File: config.mk
export PLATFORM = sky130hd
export DESIGN_NAME = adc_sample_output_port
export DESIGN_NICKNAME = d
export VERILOG_FILES = /design/src/logic/adc_port_pkg.sv /design/src/logic/adc_sample_output_port.sv /design/src/logic/pin_sync.sv /design/src/logic/result_pipeline.sv
export SDC_FILE = /design/constraint.sdc
export NUM_CORES = 1
export LEC_CHECK = 0
export BUFFER_PORTS_ARGS = -buffer_cell sky130_fd_sc_hd__buf_2
export CAP_MARGIN = 20
export CORE_UTILIZATION = 55
export DETAILED_ROUTE_END_ITERATION = 6
export PLACE_DENSITY = 0.76
export REMOVE_ABC_BUFFERS = 1
export SLEW_MARGIN = 20
export SYNTH_ARGS = -nofsm -noshare
export SYNTH_HDL_FRONTEND = slang
export SYNTH_SLANG_ARGS = --single-unit
File: constraint.sdc
create_clock -name clk_i -period 4.75 [get_ports clk_i]
set_clock_uncertainty 0.2 [all_clocks]
set_input_delay 1.425 -clock clk_i [delete_from_list [all_inputs] [get_ports clk_i]]
set_output_delay 1.425 -clock clk_i [all_outputs]
set_load 0.01 [all_outputs]
File: src/logic/adc_port_pkg.sv
// shared constants and types for the sample output port
package adc_port_pkg;

	// word widths and pipeline figures
	localparam int CODE_W = 12;
	localparam int ANALOG_W = 14;
	localparam int LATENCY = 5;
	localparam int PIPE_DEPTH = LATENCY;
	localparam int SYNC_CTL_W = 6;
	localparam int PERIOD_W = 8;
	localparam int COUNT_W = 16;

	// conversion range in lsb units around midscale
	localparam logic signed [ANALOG_W-1:0] CODE_MAX = 14'sh07FF;
	localparam logic signed [ANALOG_W-1:0] CODE_MIN = -14'sh0800;
	localparam logic [CODE_W-1:0] CLAMP_HI = 12'h7FF;
	localparam logic [CODE_W-1:0] CLAMP_LO = 12'h800;

	// positions inside the synchronised control word
	localparam int CTL_ENC_T = 0;
	localparam int CTL_ENC_C = 1;
	localparam int CTL_PWRDN = 2;
	localparam int CTL_OEN = 3;
	localparam int CTL_FMT_LO = 4;
	localparam int CTL_FMT_HI = 5;

	// register byte offsets
	localparam logic [7:0] STATUS_OFS = 8'h00;
	localparam logic [7:0] CTRL_OFS = 8'h04;
	localparam logic [7:0] IRQ_STAT_OFS = 8'h08;
	localparam logic [7:0] IRQ_MASK_OFS = 8'h0C;
	localparam logic [7:0] COUNT_OFS = 8'h10;

	// field positions and reset values
	localparam int CTRL_CONV_BIT = 0;
	localparam logic CTRL_CONV_RST = 1'b1;
	localparam int ST_MODE_LSB = 0;
	localparam int ST_TWOS_BIT = 4;
	localparam int ST_STAB_BIT = 5;
	localparam int ST_CODE_LSB = 16;
	localparam int ST_FLAG_BIT = 28;
	localparam int EV_RESULT = 0;
	localparam int EV_RANGE = 1;
	localparam int EV_MODE = 2;
	localparam int EV_W = 3;
	localparam logic [EV_W-1:0] IRQ_MASK_RST = 3'h0;

	// operating modes selected by the two static pins
	typedef enum logic [3:0] {
		MODE_NORMAL = 4'b0001,
		MODE_HIZ = 4'b0010,
		MODE_NAP = 4'b0100,
		MODE_SLEEP = 4'b1000
	} op_mode_t;

endpackage : adc_port_pkg

File: src/logic/adc_sample_output_port.sv
// digital side of the 12-bit sampling converter with its output port
`timescale 1ns/1ps
`default_nettype none
// Summary of operation
// - a new sample is taken on each rising edge of the sample clock
// - power-down low, enable low: convert and drive all outputs
// - power-down low, enable high: keep converting, outputs released
// - power-down high, enable low: nap, no conversion, outputs released
// - power-down high, enable high: sleep, no conversion, outputs released
// - result is a 12-bit word, bit 11 the most significant
// - range flag goes high with a word whose input left the range
// - format level 0 and 1/3: offset binary, stabilizer off then on
// - format level 2/3 and full: two's complement, stabilizer on then off
// - in two's complement all-ones and all-zeros meet at midscale
// - result appears five sample clocks after its sample, one per clock
// - input tracked while sample clock low, held at its rising edge
module adc_sample_output_port
	import adc_port_pkg::*;
(
	input wire logic clk_i,
	input wire logic rst_i,
	input wire logic ce_i,
	input wire logic sample_clock_true_i,
	input wire logic sample_clock_comp_i,
	input wire logic power_down_select_i,
	input wire logic output_enable_n_i,
	input wire logic [1:0] format_level_i,
	input wire logic [ANALOG_W-1:0] analog_level_i,
	input wire logic wb_cyc_i,
	input wire logic wb_stb_i,
	input wire logic wb_we_i,
	input wire logic [7:0] wb_adr_i,
	input wire logic [3:0] wb_sel_i,
	input wire logic [31:0] wb_dat_i,
	output logic [31:0] wb_dat_o,
	output logic wb_ack_o,
	output logic irq_o,
	output logic [CODE_W-1:0] sample_code_o,
	output logic range_exceeded_flag_o,
	output logic data_valid_strobe_o,
	output logic digital_oe_o
);
	logic [SYNC_CTL_W-1:0] ctl_s;
	logic signed [ANALOG_W-1:0] analog_s;
	logic enc_ff;
	logic enc_level;
	logic enc_rise;
	op_mode_t mode_ff;
	op_mode_t nxt_mode;
	logic twos_fmt;
	logic stab_on;
	logic converting;
	logic pipe_adv;
	logic signed [ANALOG_W-1:0] held_ff;
	logic conv_over;
	logic conv_under;
	logic [CODE_W-1:0] conv_code;
	logic [CODE_W:0] pipe_dout;
	logic pipe_vld;
	logic [CODE_W-1:0] code_ff;
	logic flag_ff;
	logic res_ev;
	logic [PERIOD_W-1:0] period_ff;
	logic [PERIOD_W-1:0] half_ff;
	logic [PERIOD_W-1:0] hi_cnt_ff;
	logic strobe_ff;
	logic wb_hit;
	logic wb_wr;
	logic ack_ff;
	logic [31:0] rdata_ff;
	logic [31:0] rd_mux;
	logic ctrl_conv_ff;
	logic [EV_W-1:0] irq_stat_ff;
	logic [EV_W-1:0] irq_mask_ff;
	logic [EV_W-1:0] ev_set;
	logic [EV_W-1:0] ev_clr;
	logic irq_ff;
	logic [COUNT_W-1:0] count_ff;

	// pins from outside the clock domain
	pin_sync #(.W(SYNC_CTL_W)) u_ctl_sync (
		.clk_i(clk_i),
		.rst_i(rst_i),
		.ce_i(ce_i),
		.pin_i({format_level_i, output_enable_n_i, power_down_select_i,
			sample_clock_comp_i, sample_clock_true_i}),
		.sync_o(ctl_s)
	);

	pin_sync #(.W(ANALOG_W)) u_analog_sync (
		.clk_i(clk_i),
		.rst_i(rst_i),
		.ce_i(ce_i),
		.pin_i(analog_level_i),
		.sync_o(analog_s)
	);

	// differential clock level; equal legs keep the last level
	always_comb begin
		enc_level = enc_ff;
		if (ctl_s[CTL_ENC_T] && !ctl_s[CTL_ENC_C]) begin
			enc_level = 1'b1;
		end else if (!ctl_s[CTL_ENC_T] && ctl_s[CTL_ENC_C]) begin
			enc_level = 1'b0;
		end
	end

	always_ff @(posedge clk_i) begin
		if (rst_i) begin
			enc_ff <= 1'b0;
		end else if (ce_i) begin
			enc_ff <= enc_level;
		end
	end

	assign enc_rise = enc_level && !enc_ff;

	// operating mode from the two static pins
	always_comb begin
		case ({ctl_s[CTL_PWRDN], ctl_s[CTL_OEN]})
			2'b00: nxt_mode = MODE_NORMAL;
			2'b01: nxt_mode = MODE_HIZ;
			2'b10: nxt_mode = MODE_NAP;
			2'b11: nxt_mode = MODE_SLEEP;
			default: nxt_mode = MODE_SLEEP;
		endcase
	end

	always_ff @(posedge clk_i) begin
		if (rst_i) begin
			mode_ff <= MODE_SLEEP;
		end else if (ce_i) begin
			mode_ff <= nxt_mode;
		end
	end

	// format pin: top bit picks code, xor picks stabilizer
	assign twos_fmt = ctl_s[CTL_FMT_HI];
	assign stab_on = ctl_s[CTL_FMT_HI] ^ ctl_s[CTL_FMT_LO];

	assign converting = ctrl_conv_ff &&
		(mode_ff == MODE_NORMAL || mode_ff == MODE_HIZ);
	assign pipe_adv = enc_rise && converting;

	// track while low, freeze once the clock goes high
	always_ff @(posedge clk_i) begin
		if (rst_i) begin
			held_ff <= '0;
		end else if (ce_i && !enc_level) begin
			held_ff <= analog_s;
		end
	end

	// clamp to range; two's complement kept internally
	assign conv_over = held_ff > CODE_MAX;
	assign conv_under = held_ff < CODE_MIN;
	always_comb begin
		conv_code = held_ff[CODE_W-1:0];
		if (conv_over) begin
			conv_code = CLAMP_HI;
		end else if (conv_under) begin
			conv_code = CLAMP_LO;
		end
	end

	result_pipeline u_pipe (
		.clk_i(clk_i),
		.rst_i(rst_i),
		.ce_i(ce_i),
		.advance_i(pipe_adv),
		.flush_i(mode_ff == MODE_SLEEP),
		.din_i({conv_over || conv_under, conv_code}),
		.dout_o(pipe_dout),
		.valid_o(pipe_vld)
	);

	assign res_ev = pipe_adv && pipe_vld;

	// output word, formatted on the way out
	always_ff @(posedge clk_i) begin
		if (rst_i) begin
			code_ff <= '0;
			flag_ff <= 1'b0;
		end else if (ce_i && res_ev) begin
			if (twos_fmt) begin
				code_ff <= pipe_dout[CODE_W-1:0];
			end else begin
				code_ff <= {~pipe_dout[CODE_W-1],
					pipe_dout[CODE_W-2:0]};
			end
			flag_ff <= pipe_dout[CODE_W];
		end
	end

	// period measure for the stabilized strobe
	always_ff @(posedge clk_i) begin
		if (rst_i) begin
			period_ff <= '0;
			half_ff <= '0;
		end else if (ce_i) begin
			if (enc_rise) begin
				half_ff <= period_ff >> 1;
				period_ff <= PERIOD_W'(1);
			end else if (period_ff != '1) begin
				period_ff <= period_ff + PERIOD_W'(1);
			end
		end
	end

	// strobe rises with new data, falls mid-period
	always_ff @(posedge clk_i) begin
		if (rst_i) begin
			strobe_ff <= 1'b0;
			hi_cnt_ff <= '0;
		end else if (ce_i) begin
			if (!stab_on) begin
				strobe_ff <= enc_level;
			end else if (enc_rise) begin
				strobe_ff <= 1'b1;
				hi_cnt_ff <= PERIOD_W'(1);
			end else if (hi_cnt_ff >= half_ff) begin
				strobe_ff <= 1'b0;
			end else begin
				hi_cnt_ff <= hi_cnt_ff + PERIOD_W'(1);
			end
		end
	end

	assign sample_code_o = code_ff;
	assign range_exceeded_flag_o = flag_ff;
	assign data_valid_strobe_o = strobe_ff;
	assign digital_oe_o = mode_ff == MODE_NORMAL;

	// bus decode; ack a cycle after the request, writes land with ack
	assign wb_hit = wb_cyc_i && wb_stb_i && !ack_ff;
	assign wb_wr = wb_cyc_i && wb_stb_i && wb_we_i && ack_ff;

	always_comb begin
		rd_mux = '0;
		case (wb_adr_i)
			STATUS_OFS: begin
				rd_mux[ST_MODE_LSB +: 4] = mode_ff;
				rd_mux[ST_TWOS_BIT] = twos_fmt;
				rd_mux[ST_STAB_BIT] = stab_on;
				rd_mux[ST_CODE_LSB +: CODE_W] = code_ff;
				rd_mux[ST_FLAG_BIT] = flag_ff;
			end
			CTRL_OFS: rd_mux[CTRL_CONV_BIT] = ctrl_conv_ff;
			IRQ_STAT_OFS: rd_mux[EV_W-1:0] = irq_stat_ff;
			IRQ_MASK_OFS: rd_mux[EV_W-1:0] = irq_mask_ff;
			COUNT_OFS: rd_mux[COUNT_W-1:0] = count_ff;
			default: rd_mux = '0;
		endcase
	end

	always_ff @(posedge clk_i) begin
		if (rst_i) begin
			ack_ff <= 1'b0;
			rdata_ff <= '0;
		end else if (ce_i) begin
			ack_ff <= wb_hit;
			if (wb_hit) begin
				rdata_ff <= wb_we_i ? 32'h0 : rd_mux;
			end
		end
	end

	assign wb_ack_o = ack_ff;
	assign wb_dat_o = rdata_ff;

	// control and mask registers, low byte lane
	always_ff @(posedge clk_i) begin
		if (rst_i) begin
			ctrl_conv_ff <= CTRL_CONV_RST;
			irq_mask_ff <= IRQ_MASK_RST;
		end else if (ce_i && wb_wr && wb_sel_i[0]) begin
			if (wb_adr_i == CTRL_OFS) begin
				ctrl_conv_ff <= wb_dat_i[CTRL_CONV_BIT];
			end
			if (wb_adr_i == IRQ_MASK_OFS) begin
				irq_mask_ff <= wb_dat_i[EV_W-1:0];
			end
		end
	end

	// sticky events; a new event beats a same-cycle clear
	always_comb begin
		ev_set = '0;
		ev_set[EV_RESULT] = res_ev;
		ev_set[EV_RANGE] = res_ev && pipe_dout[CODE_W];
		ev_set[EV_MODE] = nxt_mode != mode_ff;
		ev_clr = '0;
		if (wb_wr && wb_sel_i[0] && wb_adr_i == IRQ_STAT_OFS) begin
			ev_clr = wb_dat_i[EV_W-1:0];
		end
	end

	always_ff @(posedge clk_i) begin
		if (rst_i) begin
			irq_stat_ff <= '0;
			irq_ff <= 1'b0;
			count_ff <= '0;
		end else if (ce_i) begin
			irq_stat_ff <= (irq_stat_ff & ~ev_clr) | ev_set;
			irq_ff <= |(irq_stat_ff & irq_mask_ff);
			if (res_ev) begin
				count_ff <= count_ff + COUNT_W'(1);
			end
		end
	end

	assign irq_o = irq_ff;
endmodule : adc_sample_output_port
`default_nettype wire

File: src/logic/pin_sync.sv
// three-stage synchroniser that accepts a word once stages two and three agree
`timescale 1ns/1ps
`default_nettype none
module pin_sync #(
	parameter int W = 1
) (
	input wire logic clk_i,
	input wire logic rst_i,
	input wire logic ce_i,
	input wire logic [W-1:0] pin_i,
	output logic [W-1:0] sync_o
);
	logic [W-1:0] s1_ff;
	logic [W-1:0] s2_ff;
	logic [W-1:0] s3_ff;
	logic [W-1:0] q_ff;

	// chain; first stage feeds only the second
	always_ff @(posedge clk_i) begin
		if (rst_i) begin
			s1_ff <= '0;
			s2_ff <= '0;
			s3_ff <= '0;
		end else if (ce_i) begin
			s1_ff <= pin_i;
			s2_ff <= s1_ff;
			s3_ff <= s2_ff;
		end
	end

	// accept only a settled value
	always_ff @(posedge clk_i) begin
		if (rst_i) begin
			q_ff <= '0;
		end else if (ce_i && s2_ff == s3_ff) begin
			q_ff <= s3_ff;
		end
	end

	assign sync_o = q_ff;
endmodule : pin_sync
`default_nettype wire

File: src/logic/result_pipeline.sv
// result pipeline that advances one stage per sample-clock rise
`timescale 1ns/1ps
`default_nettype none
module result_pipeline
	import adc_port_pkg::*;
(
	input wire logic clk_i,
	input wire logic rst_i,
	input wire logic ce_i,
	input wire logic advance_i,
	input wire logic flush_i,
	input wire logic [CODE_W:0] din_i,
	output logic [CODE_W:0] dout_o,
	output logic valid_o
);
	logic [CODE_W:0] stage_ff [PIPE_DEPTH];
	logic vld_ff [PIPE_DEPTH];

	// one stage per entry; entry zero takes the new sample
	for (genvar i = 0; i < PIPE_DEPTH; i++) begin : g_stage
		logic [CODE_W:0] src;
		logic src_vld;
		// source picked at elaboration, so no stage indexes below zero
		if (i == 0) begin : g_head
			assign src = din_i;
			assign src_vld = 1'b1;
		end else begin : g_body
			assign src = stage_ff[i-1];
			assign src_vld = vld_ff[i-1];
		end
		always_ff @(posedge clk_i) begin
			if (rst_i) begin
				stage_ff[i] <= '0;
				vld_ff[i] <= 1'b0;
			end else if (ce_i) begin
				if (flush_i) begin
					vld_ff[i] <= 1'b0;
				end else if (advance_i) begin
					stage_ff[i] <= src;
					vld_ff[i] <= src_vld;
				end
			end
		end
	end

	assign dout_o = stage_ff[PIPE_DEPTH-1];
	assign valid_o = vld_ff[PIPE_DEPTH-1];
endmodule : result_pipeline
`default_nettype wire

==> summary.txt, run 1 <==
final net count: 1168
Final HPWL DP: 11790 um
# diodes: 0
DR WL/cell: 13.20 um
Resized cells post-CTS: 0
Setup Fix Bufs, Post-CTS: 0
Post-Place Setup Slack: 732.2 ps
initial antenna violation count: 0
register area: 0.005906 mm2
Hold Path Class: register to register
Slew Viols, Final: 0
Seq/Total Area, Yosys: 55.67%
Pleak: 4.653 nW
Mapped Area: 0.01061 mm2
WHS Path Cells: 2
Placed Area: 0.01117 mm2
Yosys cell types: 71
H-tree levels: 1
largest family of logic cells by synthesized area: simple AND/OR/NAND/NOR gates
Final Core Density: 63.70%
die area: 0.01985 mm2
Max Root-Sink Buffers: 3
Hold Buf Count CTS: 0
clk root buf: clkbuf_16
Area Overhead vs Synth: 13.07%
final hold vios: 0
critical path type: primary input to register
Placer Congestion: 0.8036
Synth Area in Compound Gates: 8.161%
I/O pin total: 119
final setup vio count: 0
number of flops mapped to enable cells by yosys: 70
Initial DRC Count: 345
DP Cell Count: 1319
largest net degree at the start of global routing: 82
via count: 7199
first-pass GRT wire length: 31020 um
warning count from the yosys run: 0
unrepaired setup endpoints after global routing: false
Max FO, Critical Path: 58
CP endpoint kind: register
grt total ovfl: 0
Initial Util: 56.34%
WHS: 254.8 ps
DR DRC count: 0
Final WS setup: 1268 ps
ys async rst share: 0%
Pre-antenna DRT Iters: 4
final std cell area, no fill: 0.01200 mm2
Post-Route Setup TNS: 0 ps
Peak VDD IR: 307.3 uV
fill count: 1533
core area: 0.01883 mm2
mux contribution to synthesized area: 9.553%
FF-to-FF path depth: 5
vias in the first global route: 6733
Final ANT Viol Nets: 0
CTS tree: done
crit share post-route: 73.31%
non-filler cells, final: 1367
Clock transition at path regs: 60 ps
share of layout cells above drive strength 1: 13.64%
Final min period: 3482 ps
worst path arrival time: 3660 ps
Clock Latency Late Sink: 510 ps
Synth Area in XOR/XNOR: 3.137%
#FFs+latches synth: 260
Synth Instances: 1026
maximum clock frequency: 287.2 MHz
GRT Resource Usage Total: 18.65%
power per cell area: 377.4 mW/mm2
status: complete, no violations
vias per inst: 5.266
Power Total: 4.526 mW
Worst setup SP type: primary input
Synth Flop Type: dfxtp_1
Die H: 140.9 um
Mapped Avg Cell Area: 10.34 um2
worst slew pin tran: 814.5 ps
final wirelength: 18040 um
Post-Synth Adder-Cell Area: 1.274%
die width: 140.9 um
Post-Synth Simple-Gate Area: 18.81%
clk sink count: 260
Port Buf Inserts: 83
normalized max-slew margin: 45.70%
Multi-input gate area: 0.004357 mm2
Rows: 50
CTS buffer count: 27
worst path required time: 4920 ps
max cap viols: 0
## metal layers
layer | wire [um] | track usage [%] | part of all wire (%) | up-vias
met2 | 8578 | 32.31 | 48 | 121
met3 | 700 | 2.887 | 3.9 | 30
met5 | 0 | 0 | 0 | -
li1 | - | - | - | 3692
met4 | 374 | 5.263 | 2.1 | 0
met1 | 8384 | 24.20 | 46 | 3356
## where the power goes
part / switching [mW] / leakage (nW) / internal (mW)
registers: 0.0313 / 2.26 / 2.32
clock network: 0.798 / 0.413 / 1.15
logic: 0.133 / 1.98 / 0.0942
total: 0.962 / 4.65 / 3.56
## final timing paths
path | from | end | slack, ps
worst max-delay path | ce_i | u_pipe.stage_ff[3][5] | 1270
worst min-delay path | half_ff[1] | half_ff[1] | 250
worst max register to register | u_ctl_sync.sync_o[1] | u_pipe.stage_ff[3][5] | 2110
worst min register to register | half_ff[1] | half_ff[1] | 250
## Yosys cell counts (3+ instances only)
library cell  instances  area, um2
dfxtp_1             190       3804
and3_1                3      18.77
nand2_1              89      334.1
a31oi_1               8      50.05
mux2i_1              99      991.0
or4_1                 5      37.54
ha_1                 10      125.1
nor2_1              157      589.3
a21bo_2               3      30.03
a211oi_1              3      22.52
and2_1               61      381.6
nand2b_1              8      50.05
buf_2                18      90.09
o21ai_0              11      55.05
and4_1                5      43.79
buf_1                 3      11.26
a21oi_1              54      270.3
nor3_1               13      65.06
nand3_1              14      70.07
xnor2_1              26      227.7
buf_4                 6      45.04
inv_1                15      56.30
clkbuf_1             34      127.6
xor2_1               12      105.1
nor2b_1               7      43.79
edfxtp_1             70       2102
o211ai_1              5      37.54
a22oi_1              26      195.2
nand4_1              15      93.84
## final cells by class
| class | instances | share of cell area, % |
|---|---|---|
| Sequential cell | 260 | 49.23 |
| Clock buffer | 44 | 6.686 |
| Timing Repair Buffer | 94 | 4.329 |
| Multi-Input combinational cell | 689 | 36.32 |
| Tap cell | 260 | 2.712 |
| Inverter | 16 | 0.5007 |
| Clock inverter | 4 | 0.2190 |
## layout by cell type, fill, tap and decap left out, types with 3 or more instances in the layout
master     Yosys  routed
and4_1         5       5
conb_1         1       3
o21ai_0       11      11
o211ai_1       5       5
or4_1          5       5
clkbuf_1      34       9
nor2_1       157     157
a211oi_1       3       3
clkbuf_16      0      27
xor2_1        12      12
buf_2         18      81
nor2b_1        7       7
nand3_1       14      14
a31oi_1        8       8
edfxtp_1      70      70
buf_4          6      11
inv_1         15      15
nand2b_1       8       7
mux2i_1       99      99
dfxtp_1      190     190
nand2_1       89      89
clkbuf_8       0       6
and3_1         3       3
ha_1          10      10
a21oi_1       54      54
nand4_1       15      15
and2_1        61      61
xnor2_1       26      26
a21bo_2        3       3
nor3_1        13      13
a22oi_1       26      26
clkinv_2       0       3
## state kept, by name (all words and copies together), names as in the netlist, 3 cells and up
| register | flops |
|---|---|
| count_ff | 16 |
| half_ff | 7 |
| held_ff | 14 |
| hi_cnt_ff | 8 |
| irq_mask_ff | 3 |
| irq_stat_ff | 3 |
| mode_ff | 4 |
| period_ff | 8 |
| sample_code_o | 12 |
| u_analog_sync.s1_ff | 14 |
| u_analog_sync.s2_ff | 14 |
| u_analog_sync.s3_ff | 14 |
| u_analog_sync.sync_o | 14 |
| u_ctl_sync.s1_ff | 6 |
| u_ctl_sync.s2_ff | 6 |
| u_ctl_sync.s3_ff | 6 |
| u_ctl_sync.sync_o | 6 |
| u_pipe.stage_ff | 65 |
| u_pipe.vld_ff | 5 |
| wb_dat_o | 29 |
## cells by family (layout without fill, tap and decap cells)
| logic type | Yosys count | count (layout) |
|---|---|---|
| fa+ha+maj | 11 | 11 |
| compound gates | 133 | 133 |
| xor+xnor | 38 | 38 |
| simple gates | 403 | 403 |
| flops | 260 | 260 |
| other cells | 1 | 3 |
| buf+inv | 79 | 158 |
| mux | 101 | 101 |
## worst max-delay path, cell delays in order
cell	delay (ps)
buf_4	300
and4bb_1	470
nand3_1	230
or2_1	420
inv_2	550
and2_1	220
No activity file was read; power rests on OpenSTA's default activity.
==> inputs of run 2 (changes only) <==
--- a/config.mk
+++ b/config.mk
@@ -5,9 +5,10 @@
 export SDC_FILE = /design/constraint.sdc
 export NUM_CORES = 1
 export LEC_CHECK = 0
+export ABC_AREA = 1
 export BUFFER_PORTS_ARGS = -buffer_cell sky130_fd_sc_hd__buf_2
 export CAP_MARGIN = 20
-export CORE_UTILIZATION = 55
+export CORE_UTILIZATION = 53
 export DETAILED_ROUTE_END_ITERATION = 6
 export PLACE_DENSITY = 0.76
 export REMOVE_ABC_BUFFERS = 1
==> constraint.sdc (replaced) <==
create_clock -name clk_i -period 2.95 [get_ports clk_i]
set_clock_uncertainty 0.2 [all_clocks]
set_input_delay 0.885 -clock clk_i [delete_from_list [all_inputs] [get_ports clk_i]]
set_output_delay 0.885 -clock clk_i [all_outputs]
set_load 0.01 [all_outputs]
==> run 2 against run 1 <==
Combinational power increased by 140%. Clock power increased by 66%. Utilization decreased by 1.1 points. Power increased by 69%. Area after synthesis increased by 2.0%. Via count increased by 19%. Worst setup slack got worse by 890 ps. Sequential cell count unchanged. First-iteration DRC count increased by 28%. Critical endpoint is now digital_oe_o.
==> summary.txt, run 2 <==
status: complete, no violations
Yosys cell types: 40
Hold Buf Count CTS: 0
WHS Path Cells: 2
CP endpoint kind: output port
most frequent cells in the layout: nor2_1 (269), dfxtp_1 (190), nand2_1 (187)
Die H: 144.9 um
unrepaired setup endpoints after global routing: false
Rows: 51
max reg flops: 65
Buf/Inv on CP: 2
worst slew pin tran: 869.7 ps
vias per inst: 5.019
worst r2r src: u_ctl_sync.sync_o[5]
warning count from the yosys run: 0
CTS buffer count: 26
final hold vios: 0
Synth Flop Type: dfxtp_1
Hold Path Class: register to register
Mapped Avg Cell Area: 8.041 um2
post-synth top area cell: dfxtp_1
FF-to-FF End: hi_cnt_ff[0]
Final min period: 2568 ps
synth top area cells: dfxtp_1 (35%), edfxtp_1 (19%), nor2_1 (9.3%)
Hold EP: wb_dat_o[10]
Peak VDD IR: 480.5 uV
Seq/Total Area, Yosys: 54.57%
top cells by count, synth: nor2_1 (269), dfxtp_1 (190), nand2_1 (188), inv_1 (137), o21ai_0 (130)
Area Overhead vs Synth: 14.12%
Clock transition at path regs: 60 ps
Multi-input gate area: 0.004078 mm2
Port Buf Inserts: 83
Clock Latency Late Sink: 520 ps
vias in the first global route: 7830
Int Power: 5.884 mW
Synth Instances: 1346
slowest stage delay, CP: 320 ps
Initial Util: 54.89%
Pre-antenna DRT Iters: 5
initial antenna violation count: 0
Final ANT Viol Nets: 0
grt total ovfl: 0
max cap viols: 0
Synth top area share: 35.14%
# diodes: 0
final std cell area, no fill: 0.01235 mm2
DR DRC count: 0
Placer Congestion: 0.9029
Post-Route Setup TNS: 0 ps
die width: 144.9 um
Reg with most FFs: u_pipe.stage_ff
largest net degree at the start of global routing: 100
CTS tree: done
#FFs+latches synth: 260
Resized cells post-CTS: 0
core area: 0.01972 mm2
Pleak: 5.124 nW
critical path type: register to output port
Placed Area: 0.01150 mm2
CP top delay family: simple AND/OR/NAND/NOR gates
via count: 8538
Initial DRC Count: 440
Final HPWL DP: 13450 um
final setup vio count: 0
final wirelength: 20540 um
Hold Crit Start: wb_dat_o[10]
worst path arrival time: 1480 ps
Worst setup SP type: register
normalized max-slew margin: 41.81%
worst path required time: 1870 ps
I/O pin total: 119
Setup Fix Bufs, Post-CTS: 0
number of flops mapped to enable cells by yosys: 70
WHS: 260.9 ps
register area: 0.005906 mm2
Mapped Area: 0.01082 mm2
most common cell in the synthesized netlist: nor2_1
share of layout cells above drive strength 1: 12.40%
Final Core Density: 62.64%
clk root buf: clkbuf_16
CP Cell Sequence: inv_1, nand2_1, nor3_1, buf_2
power share of the sequential group: 50.6%
Max FO, Critical Path: 3
r2r setup slk: 770 ps
first-pass GRT wire length: 35360 um
slowest stage cell, crit path: dfxtp_1
GRT Resource Usage Total: 19.64%
maximum clock frequency: 389.5 MHz
power per cell area: 618.9 mW/mm2
fill count: 1678
Max Root-Sink Buffers: 3
clk sink count: 260
crit share post-route: 87.04%
ys async rst share: 0%
Sw Ratio: 23.02%
commonest non-fill, non-tap cell in the layout: nor2_1
H-tree levels: 1
clock power share: 42.4%
Slew Viols, Final: 0
final net count: 1496
die area: 0.02100 mm2
FF-to-FF path depth: 5
combinational share of power: 7.0%
DR WL/cell: 12.07 um
switching power: 1.760 mW
==> run 2: cell types whose count changed after synthesis, sizes merged, moves of 66 or more <==
cell	before	now
inv	16	148
o21ai	12	138
nor2	157	277
nand2	89	192
mux2i	99	0
a21oi	54	120
==> run 2: area by class of cell <==
class | count | area share (%)
Clock buffer | 34 | 5.845
Clock inverter | 14 | 1.074
Inverter | 148 | 4.498
Multi-Input combinational cell | 874 | 33.02
Sequential cell | 260 | 47.82
Tap cell | 265 | 2.685
Timing Repair Buffer | 106 | 5.065
==> run 2: worst reg2reg max path, stage by stage, from the launching register on <==
cell and delay, ps:
dfxtp_1 490, xnor2_1 250, nor2_1 720, nand2_1 220
nand2_1 110, a21oi_1 60
==> run 2: power by group through the flow <==
stage	Sequential [mW]	Clock (mW)	Combinational [mW]
4_1_cts	3.87	3.31	0.539
3_5_place_dp	3.94	0	0.534
6_report	3.87	3.24	0.536
5_1_grt	3.88	3.46	0.617
2_1_floorplan	3.93	0	0.368
3_3_place_gp	3.94	0	0.522
==> run 2: worst max-delay path by stage <==
| stage | start | endpoint | slack (ps) | depth (start not counted) |
|---|---|---|---|---|
| 2_1_floorplan | rst_i | u_pipe.stage_ff[0][0] | -2050 | 2 |
| 3_3_place_gp | ce_i | hi_cnt_ff[0] | 370 | 6 |
| 3_5_place_dp | ce_i | hi_cnt_ff[0] | 350 | 6 |
| 4_1_cts | mode_ff[3] | digital_oe_o | 380 | 4 |
| 5_1_grt | mode_ff[3] | digital_oe_o | 320 | 4 |
| 6_report | mode_ff[3] | digital_oe_o | 380 | 4 |
==> run 2: through the flow <==
step	power (mW)	setup WS (ps)	std cells
after floorplan	4.298	-2055	1282
after global placement	4.460	371.6	1653
after detailed placement	4.478	350.6	1653
after CTS	7.718	376.2	1701
after global routing	7.958	318.4	1701
final	7.643	382.5	1701
==> run 2: cells by family after synthesis <==
group	Yosys count	synth area share (%)
xor+xnor	20	1.619
compound gates	274	12.99
buf+inv	214	7.850
other cells	1	0.03465
simple gates	567	21.78
fa+ha+maj	10	1.156
flops	260	54.57
==> run 2: metal layers <==
metal / routed length, um / track usage [%]
met1: 9491 / 25.24
met2: 9698 / 33.99
met3: 838 / 3.019
met4: 510 / 5.851
met5: 0 / 0
==> inputs of run 3 (changes only) <==
--- a/config.mk
+++ b/config.mk
@@ -15,4 +15,5 @@
 export SLEW_MARGIN = 20
 export SYNTH_ARGS = -nofsm -noshare
 export SYNTH_HDL_FRONTEND = slang
+export SYNTH_HIERARCHICAL = 1
 export SYNTH_SLANG_ARGS = --single-unit
==> run 3 against run 2 <==
Combinational power is 14% higher. Utilization is 2.2 points lower. Count of clock-buffer cells in the layout increased by 9. Sequential share of layout area shrank 1.3 points. First-iteration DRC count shrank 1.6%. Worst hold slack got worse by 2.4 ps. Cell count is 5.2% higher. Sequential power about the same. Non-clock buffer count decreased by 7. Register-to-register slack improved by 50 ps. Area after synthesis rose by 4.7%. Routed wire length grew 5.5%. Largest power group unchanged.
==> summary.txt, run 3 <==
status: complete, no violations
Final WS setup: 499.3 ps
Slew Viols, Final: 0
clk sink count: 260
DR DRC count: 0
number of flops mapped to enable cells by yosys: 70
final hold vios: 0
final setup vio count: 0
Synth Instances: 1431
Clock transition at path regs: 60 ps
fill count: 1859
synth top area cells: dfxtp_1 (34%), edfxtp_1 (19%), nand2_1 (8.9%)
WHS: 258.5 ps
worst slew pin tran: 593.0 ps
max cap viols: 0
initial antenna violation count: 0
Initial Util: 53.89%
GRT Resource Usage Total: 20.04%
CTS buffer count: 27
warning count from the yosys run: 6
share of layout cells above drive strength 1: 12.34%
Clock Latency Late Sink: 530 ps
Resized cells post-CTS: 0
Initial DRC Count: 433
maximum clock frequency: 408.0 MHz
core area: 0.02102 mm2
final wirelength: 21660 um
Post-Place Setup Slack: 424.8 ps
final std cell area, no fill: 0.01270 mm2
Worst setup SP type: register
most common cell in the synthesized netlist: nand2_1
Port Buf Inserts: 83
die width: 148.2 um
unrepaired setup endpoints after global routing: false
DR WL/cell: 12.10 um
Seq/Total Area, Yosys: 52.13%
power per cell area: 608.8 mW/mm2
Placed Area: 0.01185 mm2
vias in the first global route: 8299
Peak VDD IR: 397.2 uV
Synth top area share: 33.58%
Yosys cell types: 45
grt total ovfl: 0
ys async rst share: 0%
die area: 0.02196 mm2
top cells by count, synth: nand2_1 (270), nor2_1 (236), dfxtp_1 (190), inv_1 (162), a21oi_1 (136)
via count: 8998
# diodes: 0
first-pass GRT wire length: 36860 um
DP Cell Count: 1741
Max Root-Sink Buffers: 3
Final HPWL DP: 14200 um
worst path arrival time: 1370 ps
Hold Path Class: register to register
Rows: 53
max reg flops: 65
Pleak: 5.361 nW
clk root buf: clkbuf_16
I/O pin total: 119
Synth Flop Type: dfxtp_1
Reg with most FFs: u_pipe/stage_ff
non-filler cells, final: 1790
Area Overhead vs Synth: 12.14%
worst path required time: 1870 ps
normalized max-slew margin: 60.10%
Mapped Avg Cell Area: 7.916 um2
Die H: 148.2 um
most frequent cells in the layout: nand2_1 (269), nor2_1 (236), dfxtp_1 (190)
Hold Buf Count CTS: 0
vias per inst: 5.027
Max FO, Critical Path: 6
crit share post-route: 83.07%
Setup Fix Bufs, Post-CTS: 0
#FFs+latches synth: 260
Placer Congestion: 0.9188
CP endpoint kind: output port
critical path type: register to output port
Final ANT Viol Nets: 0
Final min period: 2451 ps
final net count: 1575
largest net degree at the start of global routing: 63
commonest non-fill, non-tap cell in the layout: nand2_1
Pre-antenna DRT Iters: 4
H-tree levels: 1
Mapped Area: 0.01133 mm2
CTS tree: done
post-synth top area cell: dfxtp_1
[run 3: logic make-up (layout without fill, tap and decap cells)]
| group | after synthesis | after routing | share of synthesized area (%) |
|---|---|---|---|
| compound gates | 264 | 264 | 11.91 |
| xor+xnor | 13 | 13 | 1.005 |
| fa+ha+maj | 10 | 10 | 1.104 |
| buf+inv | 246 | 328 | 9.609 |
| flops | 260 | 260 | 52.13 |
| other cells | 1 | 3 | 0.03310 |
| simple gates | 637 | 637 | 24.21 |
[run 3: worst max-delay path: stages, from the launching register on]
cell and delay, ps:
dfxtp_1 430, inv_1 90, nand4_1 110, inv_1 60
buf_2 140
[run 3: report_power, final]
group	switching, mW	total [mW]	internal, mW
clock network	1.33	3.26	1.93
registers	0.0743	3.87	3.79
logic	0.410	0.609	0.199
total	1.81	7.73	5.92
[run 3: through the flow]
step	total power, mW	setup TNS, ps	utilization, %
after floorplan	4.353	-4278	-
after global placement	4.528	0	56.35
after detailed placement	4.551	0	56.35
after CTS	7.824	0	60.43
after global routing	8.062	0	60.43
final	7.734	0	60.43
[run 3: metal layers]
layer / vias to the layer above / part of all wire, % / track usage (%)
li1: 4710 / - / -
met1: 4075 / 46 / 24.93
met2: 188 / 48 / 35.87
met3: 25 / 4.6 / 3.160
met4: 0 / 1.4 / 5.464
met5: - / 0 / 0
[run 3: area by class of cell]
class	instances	area [um2]	share of cell area, %
clock buffer	43	795.8	6.264
clock inverter	6	62.56	0.4925
inverter	180	678.2	5.338
multi-input combinational	927	4344	34.20
sequential	260	5906	46.49
tap	275	344.1	2.709
timing repair buffer	99	573.1	4.511
[run 3: final timing paths]
check | start | to | slack, ps | cells past startpoint
setup / recovery | mode_ff[1] | digital_oe_o | 500 | 4
hold / removal | half_ff[3] | half_ff[3] | 260 | 2
setup reg to reg | mode_ff[0] | u_pipe/stage_ff[0][12] | 820 | 8
hold reg to reg | half_ff[3] | half_ff[3] | 260 | 2
